<file path="src/hw/cfg_bytes_defs.svh">
// register offsets, field positions and reset values of the configuration bytes
// Functional notes
// byte 2 bits 3..0 enable outputs 11..8, default 1; 0 forces output low/low.
// byte 3 bits 2..0 select output swing; codes 001, 011, 101; 111 reserved.
// byte 5 reads revision high nibble and maker low nibble; byte 6 reads part id.
// byte 7 bits 4..0 set how many bytes a block read returns; 7..5 reserved.
// byte count resets to 8 hex, so nine bytes 0 to 8 are returned.
// host acknowledges each returned byte, then ends with not-acknowledge and stop.
// reserved bits and bytes 4 and 8 read zero; writes to them do nothing.
`ifndef CFG_BYTES_DEFS_SVH
`define CFG_BYTES_DEFS_SVH

`define OFF_OUT_ENABLE_UPPER    8'h02
`define OFF_OUTPUT_SWING_SELECT 8'h03
`define OFF_SPARE_BYTE_FOUR     8'h04
`define OFF_REVISION_MAKER      8'h05
`define OFF_PART_IDENTIFIER     8'h06
`define OFF_READ_LENGTH         8'h07
`define OFF_SPARE_BYTE_EIGHT    8'h08

`define OUT_ENABLE_MSB          3
`define OUT_ENABLE_LSB          0
`define SWING_SEL_MSB           2
`define SWING_SEL_LSB           0
`define READ_LENGTH_MSB         4
`define READ_LENGTH_LSB         0

`define RST_OUT_ENABLE          4'h0f
`define RST_SWING_SEL           3'h4
`define RST_READ_LENGTH         5'h08
`define SWING_CODE_RESERVED     3'h7

`define SYNC_STAGES             2

`endif

</file>
<file path="src/hw/cfg_bytes_pkg.sv">
// types shared by the configuration byte block
package cfg_bytes_pkg;

    // bus engine states
    typedef enum logic [2:0] {
        ST_IDLE    = 3'b000,
        ST_RX_BYTE = 3'b001,
        ST_RX_ACK  = 3'b010,
        ST_TX_BYTE = 3'b011,
        ST_TX_ACK  = 3'b100
    } bus_state_t;

    // meaning of the byte currently being received
    typedef enum logic [2:0] {
        KIND_ADDR  = 3'b000,
        KIND_CMD   = 3'b001,
        KIND_WCNT  = 3'b010,
        KIND_WDATA = 3'b011,
        KIND_TX    = 3'b100
    } rx_kind_t;

endpackage : cfg_bytes_pkg

</file>
<file path="src/hw/pin_sync.sv">
// two-flop synchroniser for one pin, frozen by the clock enable
`timescale 1ns/1ps
module pin_sync #(
    parameter logic RESET_LEVEL = 1'b1
) (
    input  wire logic clk_i,
    input  wire logic nrst_i,
    input  wire logic ce_i,
    input  wire logic pin_i,
    output logic      sync_o
);

    logic meta_q;
    logic sync_q;

    // first stage is read only by the second
    always_ff @(posedge clk_i or negedge nrst_i) begin
        if (!nrst_i) begin
            meta_q <= RESET_LEVEL;
            sync_q <= RESET_LEVEL;
        end else if (ce_i) begin
            meta_q <= pin_i;
            sync_q <= meta_q;
        end
    end

    assign sync_o = sync_q;

endmodule : pin_sync

</file>
<file path="src/hw/cfg_bytes.sv">
// serial-bus slave holding configuration bytes 2 to 8 of the clock mux
`timescale 1ns/1ps
`include "cfg_bytes_defs.svh"
module cfg_bytes
    import cfg_bytes_pkg::*;
#(
    parameter logic [6:0] SLAVE_ADDR    = 7'h6c,
    parameter logic [3:0] REVISION_CODE = 4'h2,  // arbitrary value
    parameter logic [3:0] MAKER_CODE    = 4'h5,  // arbitrary value
    parameter logic [7:0] PART_ID       = 8'h3c  // arbitrary value
) (
    input  wire logic       clk_i,
    input  wire logic       nrst_i,
    input  wire logic       ce_i,
    input  wire logic       scl_i,
    input  wire logic       sda_i,
    output logic            sda_o,
    output logic            sda_oe_o,
    output logic [3:0]      out_enable_o,
    output logic [2:0]      swing_sel_o
);

    ////////////////////////////////////////////////////////////////////////////
    // pin synchronisers and bus conditions

    logic       scl_s;
    logic       sda_s;
    logic       scl_d_q;
    logic       sda_d_q;

    pin_sync #(.RESET_LEVEL(1'b1)) u_scl_sync (
        .clk_i  (clk_i),
        .nrst_i (nrst_i),
        .ce_i   (ce_i),
        .pin_i  (scl_i),
        .sync_o (scl_s)
    );

    pin_sync #(.RESET_LEVEL(1'b1)) u_sda_sync (
        .clk_i  (clk_i),
        .nrst_i (nrst_i),
        .ce_i   (ce_i),
        .pin_i  (sda_i),
        .sync_o (sda_s)
    );

    // delayed copies for edge detection, taken after the synchronisers
    always_ff @(posedge clk_i or negedge nrst_i) begin
        if (!nrst_i) begin
            scl_d_q <= 1'b1;
            sda_d_q <= 1'b1;
        end else if (ce_i) begin
            scl_d_q <= scl_s;
            sda_d_q <= sda_s;
        end
    end

    wire scl_rise  = scl_s & ~scl_d_q;
    wire scl_fall  = ~scl_s & scl_d_q;
    wire bus_start = scl_s & scl_d_q & sda_d_q & ~sda_s;
    wire bus_stop  = scl_s & scl_d_q & ~sda_d_q & sda_s;

    ////////////////////////////////////////////////////////////////////////////
    // engine state

    bus_state_t state_q;
    rx_kind_t   kind_q;
    logic [3:0] bit_q;
    logic [7:0] shift_q;
    logic [7:0] ptr_q;
    logic [5:0] tx_left_q;
    logic       hack_q;
    logic       sda_oe_q;

    logic [3:0] oe_q;
    logic [2:0] swing_q;
    logic [4:0] len_q;

    wire byte_done = (state_q == ST_RX_BYTE) && scl_fall && (bit_q == 4'd8);
    wire addr_hit  = (shift_q[7:1] == SLAVE_ADDR);
    wire wr_stb    = byte_done && (kind_q == KIND_WDATA);
    wire [7:0] count_byte = {3'b000, len_q};
    wire [5:0] tx_total   = {1'b0, len_q} + 6'd1;

    ////////////////////////////////////////////////////////////////////////////
    // read multiplexer; unmapped and reserved bytes read zero

    wire [7:0] rd_oe    = {4'h0, oe_q};
    wire [7:0] rd_swing = {5'h00, swing_q};
    wire [7:0] rd_byte  =
        (ptr_q == `OFF_OUT_ENABLE_UPPER)    ? rd_oe :
        (ptr_q == `OFF_OUTPUT_SWING_SELECT) ? rd_swing :
        (ptr_q == `OFF_REVISION_MAKER)      ? {REVISION_CODE, MAKER_CODE} :
        (ptr_q == `OFF_PART_IDENTIFIER)     ? PART_ID :
        (ptr_q == `OFF_READ_LENGTH)         ? count_byte :
                                              8'h00;

    ////////////////////////////////////////////////////////////////////////////
    // configuration registers; writes to reserved bits and bytes are dropped

    always_ff @(posedge clk_i or negedge nrst_i) begin
        if (!nrst_i) begin
            oe_q    <= `RST_OUT_ENABLE;
            swing_q <= `RST_SWING_SEL;
            len_q   <= `RST_READ_LENGTH;
        end else if (ce_i && wr_stb) begin
            if (ptr_q == `OFF_OUT_ENABLE_UPPER) begin
                oe_q <= shift_q[`OUT_ENABLE_MSB:`OUT_ENABLE_LSB];
            end else if (ptr_q == `OFF_OUTPUT_SWING_SELECT) begin
                // the reserved code would give an undefined swing, so it is refused
                if (shift_q[`SWING_SEL_MSB:`SWING_SEL_LSB] != `SWING_CODE_RESERVED) begin
                    swing_q <= shift_q[`SWING_SEL_MSB:`SWING_SEL_LSB];
                end
            end else if (ptr_q == `OFF_READ_LENGTH) begin
                len_q <= shift_q[`READ_LENGTH_MSB:`READ_LENGTH_LSB];
            end
        end
    end

    ////////////////////////////////////////////////////////////////////////////
    // bit engine: sda changes only after scl falls, samples on scl rise

    always_ff @(posedge clk_i or negedge nrst_i) begin
        if (!nrst_i) begin
            state_q   <= ST_IDLE;
            kind_q    <= KIND_ADDR;
            bit_q     <= 4'd0;
            shift_q   <= 8'h00;
            ptr_q     <= 8'h00;
            tx_left_q <= 6'd0;
            hack_q    <= 1'b0;
            sda_oe_q  <= 1'b0;
        end else if (ce_i) begin
            if (bus_stop) begin
                state_q  <= ST_IDLE;
                sda_oe_q <= 1'b0;
            end else if (bus_start) begin
                // repeated start keeps the pointer for the read that follows
                state_q  <= ST_RX_BYTE;
                kind_q   <= KIND_ADDR;
                bit_q    <= 4'd0;
                sda_oe_q <= 1'b0;
            end else begin
                case (state_q)
                    ST_RX_BYTE: begin
                        if (scl_rise && bit_q != 4'd8) begin
                            shift_q <= {shift_q[6:0], sda_s};
                            bit_q   <= bit_q + 4'd1;
                        end else if (byte_done) begin
                            if (kind_q == KIND_ADDR && !addr_hit) begin
                                state_q <= ST_IDLE;  // not ours, stay off the bus
                            end else begin
                                state_q  <= ST_RX_ACK;
                                sda_oe_q <= 1'b1;
                                if (kind_q == KIND_ADDR) begin
                                    kind_q <= shift_q[0] ? KIND_TX : KIND_CMD;
                                end else if (kind_q == KIND_CMD) begin
                                    ptr_q  <= shift_q;
                                    kind_q <= KIND_WCNT;
                                end else if (kind_q == KIND_WCNT) begin
                                    kind_q <= KIND_WDATA;
                                end else begin
                                    ptr_q <= ptr_q + 8'd1;
                                end
                            end
                        end
                    end
                    ST_RX_ACK: begin
                        if (scl_fall) begin
                            bit_q <= 4'd0;
                            if (kind_q == KIND_TX) begin
                                shift_q   <= count_byte;
                                sda_oe_q  <= ~count_byte[7];
                                tx_left_q <= tx_total;
                                state_q   <= ST_TX_BYTE;
                            end else begin
                                sda_oe_q <= 1'b0;
                                state_q  <= ST_RX_BYTE;
                            end
                        end
                    end
                    ST_TX_BYTE: begin
                        if (scl_fall) begin
                            if (bit_q == 4'd7) begin
                                sda_oe_q <= 1'b0;
                                state_q  <= ST_TX_ACK;
                            end else begin
                                shift_q  <= {shift_q[6:0], 1'b1};
                                sda_oe_q <= ~shift_q[6];
                                bit_q    <= bit_q + 4'd1;
                            end
                        end
                    end
                    ST_TX_ACK: begin
                        if (scl_rise) begin
                            hack_q <= ~sda_s;
                        end else if (scl_fall) begin
                            bit_q <= 4'd0;
                            // a not-acknowledge ends the read; the stop follows
                            if (!hack_q) begin
                                state_q <= ST_IDLE;
                            end else if (tx_left_q == 6'd0) begin
                                // past the byte count the line is left released
                                shift_q <= 8'hff;
                                state_q <= ST_TX_BYTE;
                            end else begin
                                shift_q   <= rd_byte;
                                sda_oe_q  <= ~rd_byte[7];
                                ptr_q     <= ptr_q + 8'd1;
                                tx_left_q <= tx_left_q - 6'd1;
                                state_q   <= ST_TX_BYTE;
                            end
                        end
                    end
                    default: begin
                        sda_oe_q <= 1'b0;
                    end
                endcase
            end
        end
    end

    // open-drain: the pin is only ever pulled low
    assign sda_o        = 1'b0;
    assign sda_oe_o     = sda_oe_q;
    assign out_enable_o = oe_q;
    assign swing_sel_o  = swing_q;
endmodule : cfg_bytes

</file>
<file path="config.mk">
export PLATFORM = sky130hd
export DESIGN_NAME = cfg_bytes
export DESIGN_NICKNAME = d
export VERILOG_FILES = /design/src/hw/cfg_bytes_pkg.sv /design/src/hw/pin_sync.sv /design/src/hw/cfg_bytes.sv
export VERILOG_INCLUDE_DIRS = /design/src /design/src/hw
export SDC_FILE = /design/constraint.sdc
export NUM_CORES = 1
export LEC_CHECK = 0
export BUFFER_PORTS_ARGS = -buffer_cell sky130_fd_sc_hd__buf_2
export CAP_MARGIN = 20
export CORE_MARGIN = 3
export CORE_UTILIZATION = 45
export DETAILED_ROUTE_END_ITERATION = 8
export PLACE_DENSITY = 0.64
export RECOVER_POWER = 25
export SETUP_SLACK_MARGIN = 0.4
export SKIP_CTS_REPAIR_TIMING = 1
export SLEW_MARGIN = 10
export SYNTH_ARGS = -nofsm -noshare
export SYNTH_HDL_FRONTEND = slang
export SYNTH_HIERARCHICAL = 1
export SYNTH_SLANG_ARGS = --single-unit
</file>
<file path="constraint.sdc">
create_clock -name clk_i -period 2.9 [get_ports clk_i]
set_input_delay 0.58 -clock clk_i [delete_from_list [all_inputs] [get_ports clk_i]]
set_output_delay 0.58 -clock clk_i [all_outputs]
set_load 0.02 [all_outputs]
</file>
==> out/qor.yml <==
die_x_um: 92.5
drive_gt1_share_pct: 23.1
hold_path_class: "in2reg"
grt_pass1_wl_mm: 13.8
period_minus_slack_ns: 2.34
yosysSeqAreaShare_pct: 39.1
clock_skew_ns: 0.00709
synth_edf_count: 0
fin_nets: 388
finalHoldViolations: 0
post_drt_wl_per_cell_um: 17.3
synth_fp_nets: 379
total_power_mw: 2.74
multi_input_area_mm2: 0.00192
finalCritPeriodShare_pct: 80.7
dr.pass1.iters: 5
cts.htree.levels: 2
ios: 14
maxSlewViolCount: 0
synth.ff_latch_count: 52
grt_max_degree: 29
synth.avg_cell_area_um2: 9.20
grt_setup_unrepaired: "no"
clk_pin_slew_worst_paths_ns: 0.09
ys.flop_type: "dfrtp_1"
status: "complete, no violations"
yosysWarnings: 6
cts_sinks: 52
setup_tns_ns: 0
die_y_um: 92.5
fillers: 671
worstSetupEndpointType: "flip-flop"
portBuffers: 12
worstSetupStartpointType: "flip-flop"
worstPathArrival_ns: 2.53
routed_wl_mm: 8.18
dieArea_mm2: 0.00855
viasPerCell: 6.14
numCtsBuffers: 5
seqCellArea_mm2: 0.00132
vias: 2898
placementRows: 30
overflow: 0
ant_nets: 0
clockBufferDepth: 2
worstMarginPinSlew_ns: 1.33
slew_headroom_pct: 11.0
synth_area_mm2: 0.00337
cts_tree: "built"
path_class: "reg2reg"
synth-async-reset-ratio_pct: 100
clkLatencyLatePin_ns: 0.31
critical_path.max_fanout: 21
drc: 0
initial_core_util_pct: 48.0
cts_root_buf: "clkbuf_8"
synth.distinct_cells: 64
cap_violations: 0
routabilityCongestion: 0.873
first_global_vias: 2700
area_delta_synth_final_pct: 7.84
ir_drop_mv: 0.496
hpwl_mm: 5.92
p_leak_nw: 1.50
setup_viol: 0
antenna_found_initial: 0
core_mm2: 0.00702
drt_iter0_drc: 217
powerDensity_mw_per_mm2: 755
syn_inst: 366
diodes: 0
grt_usage_pct: 19.9
required_ns: 3.09
fmax_ghz: 0.428
-- registers in the layout, summed over array words and instances, names as in the netlist, 3 cells and up --
name / count
kind_q: 3
ptr_q: 8
swing_sel_o: 3
len_q: 5
tx_left_q: 6
out_enable_o: 4
bit_q: 4
shift_q: 8
state_q: 3
-- critical path: stages (launching register included) --
cell       delay, ns
dfrtp_1         0.36
buf_4           0.19
or3b_2          0.68
o22ai_1         0.29
buf_4           0.18
a211oi_4        0.05
buf_4           0.17
a21boi_2        0.15
a2bb2oi_2       0.15
-- stage by stage --
step	cells	utilization [%]	instance area, um2	setup WS (ns)	hold WS [ns]
after CTS	470	51.6	3620	0.495	0.292
after detailed placement	462	50.3	3530	0.521	0.491
after global placement	462	50.3	3530	0.554	0.479
after global routing	472	51.7	3630	0.421	0.515
after floorplan	366	-	3370	0.690	0.284
final	472	51.7	3630	0.561	0.507
-- routing by layer --
| metal | vias up | wire length (um) | track usage [%] |
|---|---|---|---|
| met5 | - | 0 | 0 |
| met4 | 0 | 100 | 4.83 |
| met3 | 9 | 327 | 2.60 |
| met2 | 72 | 3800 | 31.3 |
| met1 | 1415 | 3950 | 29.0 |
| li1 | 1402 | - | - |
-- logic make-up after synthesis --
logic type | after synthesis | synth area share (%)
simple gates | 129 | 21.4
compound gates | 117 | 24.0
flops | 52 | 39.1
buf+inv | 34 | 4.39
mux | 20 | 6.69
fa+ha+maj | 8 | 2.97
xor+xnor | 5 | 1.30
other cells | 1 | 0.111
-- area by class of cell --
class / count / share of cell area, %
Sequential cell: 52 / 36.3
Clock inverter: 2 / 0.448
Tap cell: 96 / 3.31
Clock buffer: 6 / 2.00
Multi-Input combinational cell: 280 / 52.8
Inverter: 13 / 1.34
Timing Repair Buffer: 23 / 3.83
-- cells in the mapped netlist (all sizes together) (5+ instances only) --
library cell,n,area share (%)
buf,7,1.4
nor3,7,1.0
nor2,32,3.6
nand4b,5,1.3
or2,5,0.93
and3,6,1.1
o21ai,20,3.0
mux2,20,6.7
a22oi,7,1.6
ha,8,3.0
nand2,19,2.1
o211ai,6,1.3
a21oi,31,4.8
dfrtp,40,30
dfstp,12,9.4
inv,13,1.4
nand2b,7,1.3
clkbuf,14,1.6
nand3,13,1.9
o22ai,7,1.3
a31oi,7,1.3
-- power by group --
part	switching (mW)	total, mW	leakage, nW	internal (mW)
Clock	0.246	0.419	0.0414	0.172
Combinational	0.663	1.15	0.825	0.487
Sequential	0.262	1.17	0.629	0.910
-- layout by cell type, fill, tap and decap left out, drive strengths merged, types with 4 or more instances in the layout --
cell type,instances
ha,8
a31o,4
buf,21
and3,6
o22a,4
a31oi,7
nor3,7
nor2,32
nand3,13
or3,4
a21oi,31
o22ai,7
or2,5
nand4b,5
mux2,20
nand2b,7
a211oi,4
clkbuf,8
inv,13
a22oi,7
nand3b,4
dfstp,12
dfrtp,40
o21ai,20
nand2,19
xnor2,4
o211ai,6
-- path summary, 6_finish.rpt --
kind,startpoint,slack (ns),endpoint,depth (start not counted)
min,sda_i,0.51,u_sda_sync/meta_q,2
max reg2reg,state_q[2],0.56,ptr_q[7],8
min in group asynchronous,nrst_i,0.55,ptr_q[6],1
max in group asynchronous,nrst_i,0.98,tx_left_q[5],2
max,state_q[2],0.56,ptr_q[7],8
min reg2reg,sda_oe_o,0.52,sda_oe_o,1
(Power assumes the default switching activity.)
